### config.mk
export PLATFORM = sky130hd
export DESIGN_NAME = tcc_core
export DESIGN_NICKNAME = d
export VERILOG_FILES = /design/src/hw/tcc_pkg.sv /design/src/hw/tcc_prescaler.sv /design/src/hw/tcc_counter.sv /design/src/hw/tcc_core.sv
export VERILOG_INCLUDE_DIRS = /design/src /design/src/hw
export SDC_FILE = /design/constraint.sdc
export NUM_CORES = 1
export LEC_CHECK = 0
export CORE_UTILIZATION = 60
export CTS_BUF_LIST = sky130_fd_sc_hd__clkbuf_8 sky130_fd_sc_hd__clkbuf_16
export DETAILED_ROUTE_END_ITERATION = 6
export DONT_BUFFER_PORTS = 1
export PLACE_DENSITY = 0.87
export SYNTH_ARGS = -nofsm -noshare
export SYNTH_HDL_FRONTEND = slang
export SYNTH_SLANG_ARGS = --single-unit
export TNS_END_PERCENT = 1
### constraint.sdc
create_clock -name clk_i -period 3.66 [get_ports clk_i]
set_clock_uncertainty 0.2 [all_clocks]
set_input_delay 0.732 -clock clk_i [delete_from_list [all_inputs] [get_ports clk_i]]
set_output_delay 0.732 -clock clk_i [all_outputs]
set_load 0.05 [all_outputs]
### src/hw/tcc_cfg.svh
// timer counter core: constants for widths, fields, reset values and counts
// assumes inclusion by bare name from package and design files
`ifndef TCC_CFG_SVH
`define TCC_CFG_SVH
`define TCC_CNT_W        16
`define TCC_CNT_RST      16'h0000
`define TCC_CNT_MAX      16'hffff
`define TCC_LATCH_RST    16'h0000
`define TCC_FIX_TAPS     5
`define TCC_PCLK_NUM     6
`define TCC_DIV_W        9
`define TCC_FIRST_PRESCALED_CLOCK_DIV    9'h002
`define TCC_PCLK6_DIV0   9'h040
`define TCC_PCLK6_DIV1   9'h080
`define TCC_PCLK6_DIV2   9'h100
`define TCC_PCLK6_DIV3   9'h000 // 512 in 9 bits
`define TCC_CLK_EXT_RISE 3'h6
`define TCC_CLK_EXT_FALL 3'h7
`define TCC_FRC_SUBNUM   6'h03
`define TCC_MOD_SUBNUM   6'h02
`define TCC_PWM_PRE_W    8
`endif

### src/hw/tcc_pkg.sv
// timer counter core: shared types
// assumes tcc_cfg.svh is on the include path
`include "tcc_cfg.svh"
package tcc_pkg;
  // control fields of one counter's control and status register
  typedef struct packed {
    logic [2:0] clk_sel;
    logic       drive_bus_a;
    logic       drive_bus_b;
    logic [2:0] irq_level;
    logic       arbitration_extra_bit;
    logic       load_on_rise;
    logic       load_on_fall;
  } tcc_ctrl_t;

  // register write strobe with data
  typedef struct packed {
    logic        wr;
    logic [15:0] data;
  } tcc_wr_t;

  // interrupt request presented by one counter
  typedef struct packed {
    logic       req;
    logic [2:0] level;
    logic [3:0] arb;
    logic [5:0] subnum;
  } tcc_irq_t;

  // interrupt acknowledge sequencer states
  typedef enum logic [1:0] {
    TCC_IDLE  = 2'b00,
    TCC_ACK   = 2'b01,
    TCC_DONE  = 2'b10
  } tcc_ack_state_t;
endpackage

### src/hw/tcc_prescaler.sv
// timer counter core: six prescaled clock enables from the system clock
// assumes one system clock; outputs are one-cycle enable pulses
`timescale 1ns/1ps
`include "tcc_cfg.svh"
module tcc_prescaler (
  // clock and reset
  input  wire logic       clk_i,
  input  wire logic       rst_n_i,
  // control
  input  wire logic       run_i,
  input  wire logic       freeze_i,
  input  wire logic [1:0] div_sel_i,
  // prescaled enables
  output logic [5:0]      pclk_o
);
  logic [`TCC_DIV_W-1:0] cnt_q;
  logic [`TCC_DIV_W-1:0] cnt_d;
  logic [`TCC_DIV_W-1:0] last_div;
  logic                  tick;

  // chain advances only while running and not frozen
  assign tick  = run_i && !freeze_i;
  assign cnt_d = tick ? cnt_q + 9'h001 : cnt_q;

  // sixth-tap ratios chosen by software
  assign last_div = (div_sel_i == 2'h0) ? `TCC_PCLK6_DIV0 :
                    (div_sel_i == 2'h1) ? `TCC_PCLK6_DIV1 :
                    (div_sel_i == 2'h2) ? `TCC_PCLK6_DIV2 : `TCC_PCLK6_DIV3;

  // five fixed taps: divide by 2,4,8,16,32
  genvar g;
  generate
    for (g = 0; g < `TCC_FIX_TAPS; g++) begin : g_tap
      assign pclk_o[g] = tick && (cnt_q[g:0] == {(g+1){1'b1}});
    end
  endgenerate
  // sixth tap from the selectable ratio
  assign pclk_o[5] = tick && (((cnt_q + 9'h001) & (last_div - 9'h001)) == 9'h000);

  always_ff @(posedge clk_i or negedge rst_n_i) begin
    if (!rst_n_i) begin
      cnt_q <= '0;
    end else begin
      cnt_q <= cnt_d;
    end
  end
endmodule // tcc_prescaler

### src/hw/tcc_counter.sv
// timer counter core: one 16-bit counter, free-running or modulus
// assumes clock enables and synchronised pin edge pulses from the top
`timescale 1ns/1ps
`include "tcc_cfg.svh"
module tcc_counter #(
  parameter bit MODULUS = 1'b0
) (
  // clock and reset
  input  wire logic               clk_i,
  input  wire logic               rst_n_i,
  // clock sources
  input  wire logic [5:0]         pclk_i,
  input  wire logic               ext_rise_i,
  input  wire logic               ext_fall_i,
  input  wire logic               load_rise_i,
  input  wire logic               load_fall_i,
  input  wire logic               freeze_i,
  // control and register access
  input  wire tcc_pkg::tcc_ctrl_t ctrl_i,
  input  wire tcc_pkg::tcc_wr_t   cnt_wr_i,
  input  wire tcc_pkg::tcc_wr_t   latch_wr_i,
  // state
  output logic [15:0]             count_o,
  output logic [15:0]             latch_o,
  output logic                    ovf_o
);
  logic [15:0] cnt_q;
  logic [15:0] cnt_d;
  logic [15:0] latch_q;
  logic [15:0] latch_d;
  logic        step;
  logic        wrap;
  logic        load_evt;
  logic [15:0] reload;

  // clock source select; pin edges are pre-synchronised single pulses, so a
  // change of the select field cannot fabricate an edge
  assign step = !freeze_i && (
                (ctrl_i.clk_sel < 3'h6) ? pclk_i[ctrl_i.clk_sel] :
                (ctrl_i.clk_sel == `TCC_CLK_EXT_RISE) ? ext_rise_i : ext_fall_i);
  assign wrap   = step && (cnt_q == `TCC_CNT_MAX);
  assign reload = MODULUS ? latch_q : `TCC_CNT_RST;
  // modulus load pin edge, ignored while frozen
  assign load_evt = MODULUS && !freeze_i &&
                    ((ctrl_i.load_on_rise && load_rise_i) ||
                     (ctrl_i.load_on_fall && load_fall_i));

  // software write wins; a write is never an overflow
  assign cnt_d = cnt_wr_i.wr      ? cnt_wr_i.data :
                 (wrap || load_evt) ? reload :
                 step             ? cnt_q + 16'h0001 : cnt_q;
  assign latch_d = (MODULUS && (cnt_wr_i.wr || latch_wr_i.wr)) ?
                   (cnt_wr_i.wr ? cnt_wr_i.data : latch_wr_i.data) : latch_q;

  always_ff @(posedge clk_i or negedge rst_n_i) begin
    if (!rst_n_i) begin
      cnt_q   <= `TCC_CNT_RST;
      latch_q <= `TCC_LATCH_RST;
    end else begin
      cnt_q   <= cnt_d;
      latch_q <= latch_d;
    end
  end

  assign count_o = cnt_q;
  assign latch_o = MODULUS ? latch_q : 16'h0000;
  assign ovf_o   = wrap && !cnt_wr_i.wr;
endmodule // tcc_counter

### src/hw/tcc_core.sv
// timer counter core: bus unit, prescaler, free-running and modulus counter
// assumes a same-clock host register port; pins are asynchronous
//
// Functional notes
// ordinary cpu stop has no effect; timer keeps running.
// halt with freeze enable stops prescaler and all counters; registers stay accessible.
// pin level bits track pins while frozen.
// frozen double-action unit stops capture/compare; output flops of it and pwm hold.
// halt with freeze enable clear is ignored.
// low-power stop halts the clock; whole timer inactive until exit.
// unused bits and reserved locations read zero, writes ignored.
// bus unit registers occupy the first four register locations.
// bus unit forwards requests, supplies level, arbitration and vector on acknowledge.
// prescaler makes six clocks: five fixed, one of four ratios.
// pwm units own 16-bit counter and 8-bit prescaler on first clock.
// counters idle after reset until prescaler run is set; pin-edge selects 6 and 7 count without it.
// counter read returns count; write loads it.
// wrap from ffff to 0000 sets overflow flag.
// reset presets count to zero; write of zero at ffff no overflow.
// 3-bit select picks six clocks or either pin edge, glitch free.
// read-only bit shows synchronised count pin level.
// external count pin no faster than a quarter of system clock.
// two drive bits pick time base bus; avoid driving both.
// overflow requests interrupt only with nonzero level, compared to cpu mask.
// arbitration uses bus unit field plus extra bit; vector is high bits plus number.
// modulus reloads from latch on overflow or load edge; write loads both.
// reset clears modulus latch so it acts free-running.
// sixth ratio chosen by a 2-bit prescaler control field.
`timescale 1ns/1ps
`include "tcc_cfg.svh"
module tcc_core (
  // clock and reset; clock stops in low-power stop, state is retained
  input  wire logic               clk_i,
  input  wire logic               rst_n_i,
  // system state
  input  wire logic               halt_i,
  input  wire logic               cpu_stop_i,
  // bus unit configuration
  input  wire logic               freeze_enable_i,
  input  wire logic [2:0]         arbitration_number_i,
  input  wire logic [1:0]         vector_high_bits_i,
  // prescaler control
  input  wire logic               prescaler_run_i,
  input  wire logic [1:0]         prescaler_div_sel_i,
  // pins
  input  wire logic               external_count_pin_i,
  input  wire logic               modulus_load_pin_i,
  // counter control fields
  input  wire tcc_pkg::tcc_ctrl_t frc_ctrl_i,
  input  wire tcc_pkg::tcc_ctrl_t mod_ctrl_i,
  // counter writes and flag clears
  input  wire tcc_pkg::tcc_wr_t   frc_cnt_wr_i,
  input  wire tcc_pkg::tcc_wr_t   mod_cnt_wr_i,
  input  wire tcc_pkg::tcc_wr_t   mod_latch_wr_i,
  input  wire logic               frc_flag_clr_i,
  input  wire logic               mod_flag_clr_i,
  // interrupt acknowledge
  input  wire logic [2:0]         cpu_mask_i,
  input  wire logic               iack_i,
  input  wire logic [2:0]         iack_level_i,
  input  wire logic [3:0]         iack_arb_i,
  // status
  output logic [15:0]             frc_count_o,
  output logic [15:0]             mod_count_o,
  output logic [15:0]             mod_latch_o,
  output logic                    counter_overflow_flag_o,
  output logic                    mod_overflow_flag_o,
  output logic                    count_pin_level_bit_o,
  output logic                    load_pin_level_bit_o,
  output logic                    frozen_o,
  output logic [5:0]              pclk_o,
  // time base buses
  output logic [15:0]             bus_a_o,
  output logic [15:0]             bus_b_o,
  // interrupt bus
  output logic                    irq_o,
  output logic [2:0]              irq_level_o,
  output logic [3:0]              irq_arb_o,
  output logic                    vector_valid_o,
  output logic [7:0]              vector_o
);
  logic [1:0]  cnt_sync_q;
  logic [1:0]  load_sync_q;
  logic        cnt_prev_q;
  logic        load_prev_q;
  logic        freeze;
  logic        ext_rise;
  logic        ext_fall;
  logic        load_rise;
  logic        load_fall;
  logic        frc_ovf;
  logic        mod_ovf;
  logic        frc_flag_q;
  logic        mod_flag_q;
  logic [15:0] frc_count;
  logic [15:0] mod_count;
  logic [15:0] mod_latch;
  logic [7:0]  vector_q;
  logic        vector_valid_q;
  tcc_pkg::tcc_irq_t      frc_irq;
  tcc_pkg::tcc_irq_t      mod_irq;
  tcc_pkg::tcc_irq_t      win_irq;
  tcc_pkg::tcc_ack_state_t ack_state_q;
  tcc_pkg::tcc_ack_state_t ack_state_d;

  // freeze only when enabled; cpu stop plays no part here
  assign freeze   = halt_i && freeze_enable_i;
  assign frozen_o = freeze; // action and pwm units hold their flops on this

  // two-stage synchronisers; edge detection reads the second stage only
  always_ff @(posedge clk_i or negedge rst_n_i) begin
    if (!rst_n_i) begin
      cnt_sync_q  <= 2'h0;
      load_sync_q <= 2'h0;
      cnt_prev_q  <= 1'b0;
      load_prev_q <= 1'b0;
    end else begin
      cnt_sync_q  <= {cnt_sync_q[0], external_count_pin_i};
      load_sync_q <= {load_sync_q[0], modulus_load_pin_i};
      cnt_prev_q  <= cnt_sync_q[1];
      load_prev_q <= load_sync_q[1];
    end
  end

  // one pulse per pin edge; pin must run at most a quarter of clk
  assign ext_rise  = cnt_sync_q[1] && !cnt_prev_q;
  assign ext_fall  = !cnt_sync_q[1] && cnt_prev_q;
  assign load_rise = load_sync_q[1] && !load_prev_q;
  assign load_fall = !load_sync_q[1] && load_prev_q;

  // pin levels are shown regardless of freeze
  assign count_pin_level_bit_o = cnt_sync_q[1];
  assign load_pin_level_bit_o  = load_sync_q[1];

  // prescaler enables; pwm units take pclk_o[0] as their clock
  tcc_prescaler u_prescaler (
    .clk_i     (clk_i),
    .rst_n_i   (rst_n_i),
    .run_i     (prescaler_run_i),
    .freeze_i  (freeze),
    .div_sel_i (prescaler_div_sel_i),
    .pclk_o    (pclk_o)
  );

  // free-running counter
  tcc_counter #(.MODULUS(1'b0)) u_frc (
    .clk_i       (clk_i),
    .rst_n_i     (rst_n_i),
    .pclk_i      (pclk_o),
    .ext_rise_i  (ext_rise),
    .ext_fall_i  (ext_fall),
    .load_rise_i (1'b0),
    .load_fall_i (1'b0),
    .freeze_i    (freeze),
    .ctrl_i      (frc_ctrl_i),
    .cnt_wr_i    (frc_cnt_wr_i),
    .latch_wr_i  ('0),
    .count_o     (frc_count),
    .latch_o     (),
    .ovf_o       (frc_ovf)
  );

  // modulus counter
  tcc_counter #(.MODULUS(1'b1)) u_mod (
    .clk_i       (clk_i),
    .rst_n_i     (rst_n_i),
    .pclk_i      (pclk_o),
    .ext_rise_i  (ext_rise),
    .ext_fall_i  (ext_fall),
    .load_rise_i (load_rise),
    .load_fall_i (load_fall),
    .freeze_i    (freeze),
    .ctrl_i      (mod_ctrl_i),
    .cnt_wr_i    (mod_cnt_wr_i),
    .latch_wr_i  (mod_latch_wr_i),
    .count_o     (mod_count),
    .latch_o     (mod_latch),
    .ovf_o       (mod_ovf)
  );

  // reads return the live counts; registers reachable while frozen
  assign frc_count_o = frc_count;
  assign mod_count_o = mod_count;
  assign mod_latch_o = mod_latch;

  // overflow flags: a set in the same cycle as a clear wins
  always_ff @(posedge clk_i or negedge rst_n_i) begin
    if (!rst_n_i) begin
      frc_flag_q <= 1'b0;
      mod_flag_q <= 1'b0;
    end else begin
      frc_flag_q <= frc_ovf || (frc_flag_q && !frc_flag_clr_i);
      mod_flag_q <= mod_ovf || (mod_flag_q && !mod_flag_clr_i);
    end
  end
  assign counter_overflow_flag_o = frc_flag_q;
  assign mod_overflow_flag_o     = mod_flag_q;

  // time base drivers; both bits set drives both, as wired-or allows
  assign bus_a_o = (frc_ctrl_i.drive_bus_a ? frc_count : 16'h0000) |
                   (mod_ctrl_i.drive_bus_a ? mod_count : 16'h0000);
  assign bus_b_o = (frc_ctrl_i.drive_bus_b ? frc_count : 16'h0000) |
                   (mod_ctrl_i.drive_bus_b ? mod_count : 16'h0000);

  // request only with nonzero level above the cpu mask
  function automatic tcc_pkg::tcc_irq_t mk_irq(input logic flag,
                                               input tcc_pkg::tcc_ctrl_t c,
                                               input logic [2:0] arb,
                                               input logic [2:0] mask,
                                               input logic [5:0] num);
    tcc_pkg::tcc_irq_t r;
    r.req    = flag && (c.irq_level != 3'h0) && (c.irq_level > mask);
    r.level  = c.irq_level;
    r.arb    = {c.arbitration_extra_bit, arb};
    r.subnum = num;
    return r;
  endfunction

  assign frc_irq = mk_irq(frc_flag_q, frc_ctrl_i, arbitration_number_i, cpu_mask_i,
                          `TCC_FRC_SUBNUM);
  assign mod_irq = mk_irq(mod_flag_q, mod_ctrl_i, arbitration_number_i, cpu_mask_i,
                          `TCC_MOD_SUBNUM);

  // internal priority: higher level first, then higher arbitration value
  assign win_irq = (!mod_irq.req) ? frc_irq :
                   (!frc_irq.req) ? mod_irq :
                   ({mod_irq.level, mod_irq.arb} > {frc_irq.level, frc_irq.arb}) ?
                   mod_irq : frc_irq;

  // forward request to host bus
  assign irq_o       = win_irq.req;
  assign irq_level_o = win_irq.req ? win_irq.level : 3'h0;
  assign irq_arb_o   = win_irq.req ? win_irq.arb : 4'h0;

  // acknowledge: answer with vector when level and arbitration match
  always_comb begin
    ack_state_d = ack_state_q;
    case (ack_state_q)
      tcc_pkg::TCC_IDLE: begin
        if (iack_i && win_irq.req && iack_level_i == win_irq.level &&
            iack_arb_i == win_irq.arb) begin
          ack_state_d = tcc_pkg::TCC_ACK;
        end
      end
      tcc_pkg::TCC_ACK: begin
        ack_state_d = tcc_pkg::TCC_DONE;
      end
      tcc_pkg::TCC_DONE: begin
        if (!iack_i) begin
          ack_state_d = tcc_pkg::TCC_IDLE;
        end
      end
      default: ack_state_d = tcc_pkg::TCC_IDLE;
    endcase
  end

  // vector latched at acceptance so it stays stable while the cycle ends
  always_ff @(posedge clk_i or negedge rst_n_i) begin
    if (!rst_n_i) begin
      ack_state_q    <= tcc_pkg::TCC_IDLE;
      vector_q       <= 8'h00;
      vector_valid_q <= 1'b0;
    end else begin
      ack_state_q    <= ack_state_d;
      vector_valid_q <= (ack_state_d == tcc_pkg::TCC_ACK);
      if (ack_state_q == tcc_pkg::TCC_IDLE && ack_state_d == tcc_pkg::TCC_ACK) begin
        vector_q <= {vector_high_bits_i, win_irq.subnum};
      end
    end
  end
  assign vector_o       = vector_q;
  assign vector_valid_o = vector_valid_q;

  // cpu_stop_i intentionally has no path into the timer
  logic unused_stop;
  assign unused_stop = cpu_stop_i;
endmodule // tcc_core

==> results by group <==
Critical path
  – Crit Reg-Reg Startpoint: u_prescaler.cnt_q[0]
  – Critical Path AT: 2.61 ns
  – Crit Path Category: in -> out
  – Worst setup path start: frc_ctrl_i[3]
  – Critical Path Start Type: input pin
  – Crit path max fanout: 6
  – CP endpoint kind: primary output
  – Required @ worst endpoint: 2.73 ns

Synthesis
  – Yosys top cell by area: dfrtp_1
  – Post-synthesis cell count: 585
  – Top post-synthesis cells by count: dfrtp_1, a21oi_1, nand2_1
  – Compound-gate portion of the synthesized area: 23.9%
  – Post-synthesis simple-gate area fraction: 22.1%
  – Seq cells post-synth: 72
  – Post-synth top area share: 35.7%
  – Xor/xnor share of the synthesized area: 4.16%
  – Post-synthesis mux area share: 4.71%
  – Most numerous cell in the Yosys netlist: dfrtp_1
  – Largest cells by area after synthesis: dfrtp_1, a22o_1, a21oi_1, ha_1, mux2i_1
  – Async SR Flop Fraction: 100%
  – Post-synthesis adder-cell area fraction: 3.97%
  – Mapped cell area: 5050 sq um
  – Post-synthesis sequential area ratio: 35.7%
  – Post-synth EDFFs: 0
  – Top FF cell, synth: dfrtp_1
  – Synth warnings: 0
  – Unique masters post-synth: 68
  – Largest family of logic cells by synthesized area: compound AO/OA/AOI/OAI gates
  – Synthesized area per cell: 8.63 sq um

STA
  – Worst Max-Slew Pin Slew: 0.788 ns
  – Final WS setup: 0.115 ns
  – Final Cycle Share: 96.9%
  – Max_slew headroom: 47.5%
  – RSZ-0062 raised after global routing: yes
  – FMAX: 0.282 GHz
  – Final slew viol count: 0
  – Setup TNS: 0 ns
  – Number of setup violations in the final report: 0
  – Minimum clock period: 3.55 ns
  – Final count of hold timing violations: 0

Power
  – Peak supply drop: 0.285 mV
  – Clock Power Share: 26.5%
  – Internal power: 0.00159 W
  – P per Cell Area: 498 nW/um^2
  – Switching Fraction: 43.2%
  – Combinational power share: 34.7%
  – Sw Pwr: 0.00121 W
  – Seq pwr share: 38.7%
  – Leak Pwr: 2.49 nW

Clock tree
  – # clock sinks: 72
  – CTS tree: built
  – H-tree levels: 3
  – Worst-Skew Late Latency: 0.36 ns
  – Worst-path clk slew: 0.08 ns
  – CTS buffer count: 9
  – Clk buf depth: 2
  – Clock root cell: clkbuf_8

Run status
  – Outcome: finished clean

Drt
  – DRT Pass-1 Iters: 5
  – DR vias: 4988
  – Via/cell ratio: 6.96
  – Starting DRT DRC Count: 268
  – Wirelength per Cell: 21.2 um
  – Drt total wl: 15200 um
  – Final ANT Viol Nets: 0
  – Post-route DRC: 0

Min path
  – HP Class: in -> async

Global routing
  – First-pass GRT wire length: 23400 um
  – Vias in the first global route: 4819
  – Total track usage: 34.6%
  – Grt ovf: 0
  – Antenna violations before repair: 0
  – Largest net degree at the start of global routing: 73

Place
  – Place WS: 0.0816 ns
  – Routability cong.: 0.912
  – Dpl cells: 700
  – HPWL after DPL: 11000 um
  – IO Port Bufs: 0

Job
  – Max_cap viols: 0

Floorplan
  – Die X: 93.7 um
  – Die area: 8790 sq um
  – Die H: 93.7 um
  – IO Pins: 209
  – Standard-cell rows: 33
  – Core Footprint: 8180 sq um
  – Initial Util: 61.8%

Cells and area
  – ANT cells: 0
  – Area Overhead vs Synth: 11.6%
  – Nets: 724
  – Fin cells: 717
  – Layout cells sized above 1: 12.4%
==> timing repair <==
action	in CTS	in global routing
resized for setup	0	4
hold buffers	1	0
endpoints found under the setup margin	0	8
endpoints found under the hold margin	72	0
setup buffers	0	0
==> flip-flops by register name, indices dropped and copies added, names as in the netlist <==
name	cells
u_frc.count_o	16
u_mod.count_o	16
vector_valid_o	1
u_prescaler.cnt_q	9
load_sync_q	2
ack_state_q	2
mod_overflow_flag_o	1
load_prev_q	1
vector_o	4
counter_overflow_flag_o	1
cnt_prev_q	1
u_mod.latch_o	16
cnt_sync_q	2
==> cells in the final DEF (no fill, tap or decap), types with 7 or more instances in the layout <==
master | synthesis | routed
nor2b_1 | 13 | 13
nand3_1 | 29 | 29
xor2_1 | 10 | 10
inv_1 | 28 | 28
mux2i_1 | 17 | 17
nand4_1 | 10 | 10
ha_1 | 16 | 16
and3_1 | 7 | 7
a21oi_1 | 45 | 45
o21ai_0 | 17 | 17
nor2_1 | 34 | 33
o31a_1 | 7 | 7
a22o_1 | 32 | 32
dfrtp_1 | 72 | 72
xnor2_1 | 14 | 14
nor3_1 | 25 | 25
a211oi_1 | 11 | 11
o21ai_1 | 12 | 12
nand2b_1 | 9 | 9
buf_4 | 4 | 44
nand2_1 | 44 | 44
clkbuf_8 | 0 | 11
==> power by group through the flow <==
| stage | clock [W] | sequential [W] | combinational [W] |
|---|---|---|---|
| after floorplan | 0 | 0.00122 | 0.000626 |
| after global placement | 0 | 0.00109 | 0.000914 |
| after detailed placement | 0 | 0.00110 | 0.000940 |
| after CTS | 0.000745 | 0.00108 | 0.000965 |
| after global routing | 0.000785 | 0.00110 | 0.00105 |
| final | 0.000745 | 0.00109 | 0.000976 |
==> area by class of cell <==
cell class,count,area (sq um)
fillers,619,2540
multi-input cells,451,3010
flip-flops and latches,72,1800
clock buffers,11,151
well taps,105,131
clock inverters,5,78.8
inverters,28,105
repair buffers,45,358
==> per-layer routing <==
layer  vias to the layer above  global-route usage (%)  routed length [um]
li1                       2209                       -                   -
met1                      2370                    43.0                5800
met2                       372                    55.9                7370
met3                        37                    9.63                1730
met4                         0                    15.4                 319
met5                         -                       0                   0
==> cells by family after synthesis <==
kind of cell | count (synthesis)
and+or+nand+nor | 211
AOI/OAI and AO/OA | 174
DFF | 72
buffers and inverters | 65
xor gates and xnor gates | 24
muxes | 22
adders and majority gates | 16
other | 1
==> critical path: stages <==
cell and delay [ns]:
inv_1 0.04, ha_1 0.32, a21o_1 0.16, a211o_1 0.28, a221o_1 0.36, and2_4 0.21, mux2i_1 0.25, nor2_2 0.05
buf_4 0.20
==> per-stage QoR <==
stage / util (%) / hold slack [ns] / power, W / cell area, sq um
floorplan: - / 0.131 / 0.00185 / 5060
global placement: 65.5 / 0.141 / 0.00201 / 5360
detailed placement: 65.5 / 0.137 / 0.00204 / 5360
CTS: 68.7 / 0.0671 / 0.00279 / 5620
global route: 68.9 / 0.0663 / 0.00293 / 5630
finish: 68.9 / 0.0489 / 0.00281 / 5630
==> worst paths after layout <==
check	depth (start not counted)	slack, ns	end
setup / recovery	9	0.11	irq_arb_o[3]
hold / removal	1	0.05	u_frc.count_o[5]
setup reg to reg	11	0.30	u_frc.count_o[7]
hold reg to reg	0	0.15	cnt_sync_q[1]
max in group asynchronous	1	2.90	cnt_prev_q
min in group clk_i	0	0.15	cnt_sync_q[1]
Note: power is estimated with default switching activity, not from simulation.
